## src/pin_mux_map.vh

```
/*
 * Shared pin selection constants: pin indices within each port and the
 * reset value of the registered pin controls.
 * Assumes it is included by its bare name from the pin selection module.
 */
`ifndef PIN_MUX_MAP_VH
`define PIN_MUX_MAP_VH

// Port A line indices
`define PA_LINE0        0
`define PA_LINE1        1
`define PA_LINE2        2
`define PA_LINE3        3
`define PA_LINE4        4
`define PA_LINE5        5
// Port B line indices
`define PB_LINE0        0
`define PB_LINE4        4
`define PB_LINE6        6
// Reset value of all pin output enables and data (all inputs)
`define PA_RESET        6'h00
`define PB_RESET        8'h00

`endif

```

## src/shared_pin_priority_mux.v

```verilog
/*
 * Shared pin priority selection for port A (6 lines) and port B (8 lines).
 * Each pin picks one driver from its candidate functions in fixed
 * priority order; every pin output is registered.
 * Assumes all inputs are synchronous to clk and that each peripheral
 * presents an enable, an output enable and output data for its pin.
 */
`timescale 1ns/100ps
`include "pin_mux_map.vh"

module shared_pin_priority_mux (
    input  wire       clk,
    input  wire       rstn,
    // Port data direction and output registers from the port block
    input  wire [5:0] port_a_ddr,
    input  wire [5:0] port_a_dout,
    input  wire [7:0] port_b_ddr,
    input  wire [7:0] port_b_dout,
    // Analog channel selects, one per shared pin
    input  wire [5:0] analog_sel_a,
    input  wire [7:0] analog_sel_b,
    // Timer channels 0..3 on PA0, PA1, PB6, PB7
    input  wire [3:0] timer_chan_en,
    input  wire [3:0] timer_chan_oe,
    input  wire [3:0] timer_chan_out,
    input  wire       timer_ext_clock_en,
    // Keyboard interrupt enables for PA0..PA5
    input  wire [5:0] key_irq_en,
    // External interrupt and external reset pin functions
    input  wire       ext_irq_en,
    input  wire       ext_reset_en,
    // Oscillator functions
    input  wire       oscillator_in_en,
    input  wire       xtal_out_en,
    input  wire       xtal_out,
    input  wire       osc_out_pin_enable,
    input  wire       rc_clock,
    // SPI on PB0..PB3 and serial port on PB4/PB5
    input  wire       spi_en,
    input  wire [3:0] spi_oe,
    input  wire [3:0] spi_out,
    input  wire       serial_en,
    input  wire [1:0] serial_oe,
    input  wire [1:0] serial_out,
    // Pin levels
    input  wire [5:0] port_a_pin_in,
    input  wire [7:0] port_b_pin_in,
    // Registered pin drivers, output enable high while driving
    output reg  [5:0] port_a_oe_r,
    output reg  [5:0] port_a_out_r,
    output reg  [7:0] port_b_oe_r,
    output reg  [7:0] port_b_out_r,
    // Registered owner flags seen by the peripherals
    output reg  [5:0] key_irq_line_r,
    output reg        ext_irq_line_r,
    output reg        ext_reset_line_r,
    output reg        timer_ext_clock_in_r,
    output reg        oscillator_in_r
);

    reg [5:0] pa_oe_nxt;                // Next port A output enables
    reg [5:0] pa_out_nxt;               // Next port A output data
    reg [7:0] pb_oe_nxt;                // Next port B output enables
    reg [7:0] pb_out_nxt;               // Next port B output data
    reg [5:0] kbi_nxt;                  // Next keyboard input samples
    integer   i;                        // Loop index over pins of one port

    // Every pin is resolved in one combinational pass and then registered.
    // Registering costs one cycle of latency on every pin function, but it
    // keeps the pad drivers glitch free while several enables change at
    // once, which matters more for open pins than the extra cycle.
    //
    // A losing function never reaches the pad: only the winner's output
    // enable and data are copied into the next values, everything else
    // stays at the idle default set at the top of the process.
    //
    // Limitation: the analog select masks the lower functions on its pin
    // but does not switch them off upstream; a peripheral that is still
    // enabled keeps running and simply loses the pin.
    //
    // The keyboard, interrupt, reset, timer clock and oscillator owner
    // lines carry the pin level only while their function owns the pin,
    // so a peripheral that has lost the pin sees a steady low instead of
    // a level that someone else is driving.

    // Port pin fallback: drive only when direction is output
    function [1:0] port_drive;
        input ddr;
        input dout;
        begin
            port_drive = {ddr, dout};
        end
    endfunction

    // Priority resolution for every shared pin
    always @* begin
        pa_oe_nxt  = 6'h00;
        pa_out_nxt = 6'h00;
        pb_oe_nxt  = 8'h00;
        pb_out_nxt = 8'h00;
        kbi_nxt    = 6'h00;
        // PA0 and PA1; analog select only blocks lower functions here
        for (i = `PA_LINE0; i <= `PA_LINE1; i = i + 1) begin
            if (analog_sel_a[i]) begin
                // Pin stays undriven while sampled by the converter
            end else if (timer_chan_en[i]) begin
                pa_oe_nxt[i]  = timer_chan_oe[i];
                pa_out_nxt[i] = timer_chan_out[i];
            end else if (key_irq_en[i]) begin
                kbi_nxt[i] = port_a_pin_in[i];
            end else begin
                {pa_oe_nxt[i], pa_out_nxt[i]} = port_drive(port_a_ddr[i], port_a_dout[i]);
            end
        end
        // PA2 is input only; key irq sees it unless higher owns it
        if (!ext_irq_en && !timer_ext_clock_en && key_irq_en[`PA_LINE2]) begin
            kbi_nxt[`PA_LINE2] = port_a_pin_in[`PA_LINE2];
        end
        // PA3 under the reset pin function is never driven
        if (!ext_reset_en) begin
            if (key_irq_en[`PA_LINE3]) begin
                kbi_nxt[`PA_LINE3] = port_a_pin_in[`PA_LINE3];
            end else begin
                {pa_oe_nxt[3], pa_out_nxt[3]} = port_drive(port_a_ddr[3], port_a_dout[3]);
            end
        end
        // PA4: oscillator output (RC clock) first, crystal output when enabled
        if (osc_out_pin_enable) begin
            pa_oe_nxt[4]  = 1'b1;
            pa_out_nxt[4] = rc_clock;
        end else if (xtal_out_en) begin
            pa_oe_nxt[4]  = 1'b1;
            pa_out_nxt[4] = xtal_out;
        end else if (analog_sel_a[`PA_LINE4]) begin
            // Converter input, pin undriven
        end else if (key_irq_en[`PA_LINE4]) begin
            kbi_nxt[`PA_LINE4] = port_a_pin_in[`PA_LINE4];
        end else begin
            {pa_oe_nxt[4], pa_out_nxt[4]} = port_drive(port_a_ddr[4], port_a_dout[4]);
        end
        // PA5: oscillator input owns the pin
        if (!oscillator_in_en && !analog_sel_a[`PA_LINE5]) begin
            if (key_irq_en[`PA_LINE5]) begin
                kbi_nxt[`PA_LINE5] = port_a_pin_in[`PA_LINE5];
            end else begin
                {pa_oe_nxt[5], pa_out_nxt[5]} = port_drive(port_a_ddr[5], port_a_dout[5]);
            end
        end
        // PB0..PB5: analog, then SPI or serial, then port
        for (i = `PB_LINE0; i < `PB_LINE6; i = i + 1) begin
            if (analog_sel_b[i]) begin
                // Converter input; pin left undriven by lower functions
            end else if (i < `PB_LINE4 && spi_en) begin
                pb_oe_nxt[i]  = spi_oe[i];
                pb_out_nxt[i] = spi_out[i];
            end else if (i >= `PB_LINE4 && serial_en) begin
                pb_oe_nxt[i]  = serial_oe[i-4];
                pb_out_nxt[i] = serial_out[i-4];
            end else begin
                {pb_oe_nxt[i], pb_out_nxt[i]} = port_drive(port_b_ddr[i], port_b_dout[i]);
            end
        end
        // PB6, PB7: timer channels 2 and 3 over port
        for (i = `PB_LINE6; i < 8; i = i + 1) begin
            if (timer_chan_en[i-4]) begin
                pb_oe_nxt[i]  = timer_chan_oe[i-4];
                pb_out_nxt[i] = timer_chan_out[i-4];
            end else begin
                {pb_oe_nxt[i], pb_out_nxt[i]} = port_drive(port_b_ddr[i], port_b_dout[i]);
            end
        end
    end

    // Registered drivers; reset forces every pin to input
    // Analog selects never clear peripheral enables upstream;
    // software is expected to disable sharers itself
    always @(posedge clk or negedge rstn) begin
        if (!rstn) begin
            port_a_oe_r          <= `PA_RESET;
            port_a_out_r         <= `PA_RESET;
            port_b_oe_r          <= `PB_RESET;
            port_b_out_r         <= `PB_RESET;
            key_irq_line_r       <= `PA_RESET;
            ext_irq_line_r       <= 1'b0;
            ext_reset_line_r     <= 1'b0;
            timer_ext_clock_in_r <= 1'b0;
            oscillator_in_r      <= 1'b0;
        end else begin
            port_a_oe_r          <= pa_oe_nxt;
            port_a_out_r         <= pa_out_nxt;
            port_b_oe_r          <= pb_oe_nxt;
            port_b_out_r         <= pb_out_nxt;
            key_irq_line_r       <= kbi_nxt;
            ext_irq_line_r       <= ext_irq_en & port_a_pin_in[`PA_LINE2];
            ext_reset_line_r     <= ext_reset_en & port_a_pin_in[`PA_LINE3];
            timer_ext_clock_in_r <= timer_ext_clock_en & !ext_irq_en &
                                    port_a_pin_in[`PA_LINE2];
            oscillator_in_r      <= oscillator_in_en & port_a_pin_in[`PA_LINE5];
        end
    end

endmodule

```

## config.mk

```make
export PLATFORM = sky130hd
export DESIGN_NAME = shared_pin_priority_mux
export DESIGN_NICKNAME = d
export VERILOG_FILES = /design/src/shared_pin_priority_mux.v
export VERILOG_INCLUDE_DIRS = /design/src
export SDC_FILE = /design/constraint.sdc
export NUM_CORES = 1
export LEC_CHECK = 0
export ABC_AREA = 1
export BUFFER_PORTS_ARGS = -buffer_cell sky130_fd_sc_hd__buf_2
export CAP_MARGIN = 0
export CORE_MARGIN = 4
export CORE_UTILIZATION = 30
export CTS_CLUSTER_DIAMETER = 150
export DETAILED_ROUTE_END_ITERATION = 6
export GPL_ROUTABILITY_DRIVEN = 0
export PLACE_DENSITY = 0.67
export SLEW_MARGIN = 20
export SYNTH_ARGS = -nofsm -noshare
export SYNTH_HDL_FRONTEND = slang
export SYNTH_SLANG_ARGS = --single-unit
```

## constraint.sdc

```tcl
create_clock -name clk -period 0.8 [get_ports clk]
set_input_delay 0.04 -clock clk [delete_from_list [all_inputs] [get_ports clk]]
set_output_delay 0.04 -clock clk [all_outputs]
set_load 0.05 [all_outputs]
```

# == Word level (Yosys, flattened, before mapping) ==
# Index checks and enable logic that the tools add are counted.
# word_totals
word_cells,92
in_bits,98
ff_bits,36
out_inout_bits,38
# classes
muxes,71
reduce_logical,7
n_bitwise,5
# ops
cell,n
two-way mux 1 bit,71
AND 1 bit,5
logical NOT 1 bit,4
logical AND 1 bit,3

# == Depth between registers and ports, before layout ==
# logic_depth
word_depth,4
ltp_mapped,4
mapped_depth_nobuf,4

# == Worst setup path after synthesis ==
# No wires, ideal clock.
# synth_path
kind,register to output
startpoint,register ext_irq_line_r
endpoint,output port ext_irq_line_r
slack_ns,0.174
path_buffers,0
t_arrival_ns,0.586
required_ns,0.760
stages_incl_launch_ff,1
cell_sequence,dfrtp_1
# synth_lines
element,line_no,source
from (decl),shared_pin_priority_mux.v:55,"output reg ext_irq_line_r,"
from (signal assigned),shared_pin_priority_mux.v:194,ext_irq_line_r <= ext_irq_en & port_a_pin_in[`PA_LINE2];
# No word-level cell between the ends.

# == Final worst setup path ==
# layout_path
startpoint,register port_a_oe_r[0]
endpoint,output port port_a_oe_r[0]
# layout_lines
element,line_no,source
from (decl),shared_pin_priority_mux.v:49,"output reg [5:0] port_a_oe_r,"
from (signal assigned),shared_pin_priority_mux.v:179,port_a_oe_r <= `PA_RESET;
from (signal assigned),shared_pin_priority_mux.v:189,port_a_oe_r <= pa_oe_nxt;
# No word-level cell between the ends.

==> key figures <==
Power and ir drop
  – Static Leak: approximately 1.6 nW
  – Power per cell area: about 1600 nW/um^2
  – Clock power share: 0.323
  – Design Power: 4.789 mW
  – Share of power burned in combinational logic: 0.268
  – Seq pwr share: 0.409
  – P_int: between 3 and 4 mW
  – Sw Ratio: 0.2790
  – NetSw: 1.336 mW
  – Worst vdd ir: about 0.8 mV

Die
  – Std-Cell Core Area: 4384 sq um
  – Starting Density: 0.3111
  – Die width: between 70 and 80 um
  – I/O pins: 136
  – Die ar.: around 5700 sq um
  – Die Span Y: 75.43 um
  – Core Rows: 24

Worst setup path
  – CP endpoint kind: primary output
  – Slowest CP cell: dfrtp_1
  – Family with the most delay on the worst path: flip-flops
  – Crit path DAT: 840 ps
  – Critical path type: reg2out
  – CP required: 760 ps
  – WP buf/inv: 1
  – Peak per-stage delay on the critical path: 400 ps
  – Critical path, cell by cell: buf_6
  – CP Launch Type: register
  – Peak fanout along the critical path: 1

STA
  – Unrepaired setup endpoints after global routing: true
  – Tmin final: between 800 and 900 ps
  – Hold Vio Cnt, Final: 0
  – Peak Freq: 1131 MHz
  – Slew Viols, Final: 0
  – Final setup viols: 36
  – Worst Setup Slack, final: -84.07 ps
  – Tcrit/Tclk final: 1.105

Clock tree
  – Clock sinks: 36
  – CTS tree: done
  – Clock buffer depth: 2
  – Root Driver: clkbuf_8
  – H-tree depth: 2
  – Clk slew on worst S/H paths: 70 ps
  – Total CTS buffers: 5

Run status
  – Failing checks: negative setup slack
  – Status: finished, violations left

Placed design
  – Area of placed instances: 2028 sq um
  – # placed instances: around 310
  – Port Buffers: between 100 and 150
  – Detail Placement HPWL: 2.927 mm
  – Worst slack, placed: roughly 120 ps

Finish
  – Final net count: 431
  – Most frequent cells in the layout: 81 x buf_2, 69 x dlygate4sd3_1, 43 x nand2_1
  – Final instance area: 3060 sq um
  – Commonest non-fill, non-tap cell in the layout: buf_2
  – Layout overhead on the synthesized area: 124.4%
  – Layout cells sized above 1: 0.3922
  – Antenna cell count: 0
  – Final Non-Filler Cells: slightly below 400

Detailed routing
  – Final ANT Viol Nets: 0
  – Via count: between 1500 and 2000
  – Drt drc: 0
  – DR vias/cell: 4.326
  – DRT iter0 DRCs: 47
  – Routed WL per cell: 13.13 um
  – Final wirelength: 5.070 mm
  – Drt first pass iters: 4

Logic synthesis
  – Syn avg cell area: between 9 and 10 sq um
  – Mapped cell area: 1364 sq um
  – Synth cell types: 15
  – Sequential element share of the synthesized area: 0.6606
  – Synthesis-stage register bit count: 36
  – Mapped Cells: 141
  – Synthesis Warnings: 0

Global route
  – Grt ovf: 0
  – GRT Util Overall: 0.1703
  – Vias in the first global route: 1679
  – Initial antenna violation count: 0
  – Largest net degree at the start of global routing: 37
  – First-pass GRT wire length: 7.086 mm

Min path
  – Hold_sp: port_b_dout[1]
  – Hold Path Sink: port_b_out_r[1]
  – HP Class: in2reg
  – WHS Path Cells: 3

Flow run
  – Max_cap viols: 0
[cell families (layout without fill, tap and decap cells)]
| family | count (synthesis) | in the layout | share of synthesized area |
|---|---|---|---|
| flip-flops | 36 | 36 | 0.6605 |
| AO/OA/AOI/OAI | 23 | 23 | 0.08440 |
| other | 1 | 2 | 0.002750 |
| buffers and inverters | 18 | 210 | 0.05595 |
| AND/OR/NAND/NOR | 63 | 63 | 0.1963 |
[power by group through the flow]
stage          Sequential [mW]  Combinational [mW]  Clock (mW)
6_report                  1.96                1.29        1.55
4_1_cts                   1.96                1.25        1.60
5_1_grt                   1.97                1.37        1.67
3_5_place_dp              1.97               0.890           0
2_1_floorplan             2.32               0.155           0
3_3_place_gp              1.96               0.880           0
[registers in the layout, summed over array words and instances, names as in the netlist]
signal and cells:
ext_irq_line_r 1, ext_reset_line_r 1, key_irq_line_r 6, oscillator_in_r 1
port_a_oe_r 5, port_a_out_r 5, port_b_oe_r 8, port_b_out_r 8
timer_ext_clock_in_r 1
[cell type report]
type	instances	area (sq um)
clock buffer	6	72.57
clock inverter	2	35.03
fill	316	1324
inverter	15	56.30
multi-input combinational	88	409.1
sequential	36	900.9
tap	52	65.06
timing repair buffer	187	1521
[how the worst max path moves through the flow]
stage	slack, ps	cells after the start	startpoint	end
2_1_floorplan	170	0	ext_irq_line_r	ext_irq_line_r
3_3_place_gp	140	3	oscillator_in_en	port_a_out_r[5]
3_5_place_dp	120	3	oscillator_in_en	port_a_out_r[5]
4_1_cts	-90	1	port_b_oe_r[6]	port_b_oe_r[6]
5_1_grt	-110	1	port_a_oe_r[0]	port_a_oe_r[0]
6_report	-80	1	port_a_oe_r[0]	port_a_oe_r[0]
[layer usage]
metal  global-route usage  vias up  routed length, um
li1                     -      824                  -
met3              0.04354       11                352
met1               0.1536      762               1609
met4              0.08350        0                119
met5                    0        -                  0
met2               0.3423       73               2989
[synthesized netlist by cell type]
library cell | instances | area, sq um
nand2_1 | 43 | 161.4
buf_4 | 2 | 15.01
conb_1 | 1 | 3.750
o21ai_0 | 4 | 20.02
nand3_1 | 4 | 20.02
inv_2 | 1 | 3.750
nor3b_1 | 4 | 30.03
a21oi_1 | 19 | 95.09
nor2_1 | 6 | 22.52
nand3b_1 | 1 | 7.510
dfrtp_1 | 36 | 900.9
inv_1 | 14 | 52.55
buf_2 | 1 | 5.000
or2_1 | 1 | 6.260
nor3_1 | 4 | 20.02
[per-stage QoR]
stage	TNS, ps	util	hold slack, ps
floorplan	0	-	-255.6
global placement	0	0.4626	20.99
detailed placement	0	0.4626	25.26
CTS	-2344	0.6892	0.1293
global route	-3099	0.6981	1.340
finish	-1898	0.6981	5.482
[what timing repair did]
action / in CTS / in global routing
setup endpoints to repair: 36 / 38
hold buffers: 66 / 3
endpoints found under the hold margin: 71 / 3
pin swaps: 0 / 1
resized for setup: 72 / 5
setup buffers: 0 / 0
No activity file was read; power rests on OpenSTA's default activity.
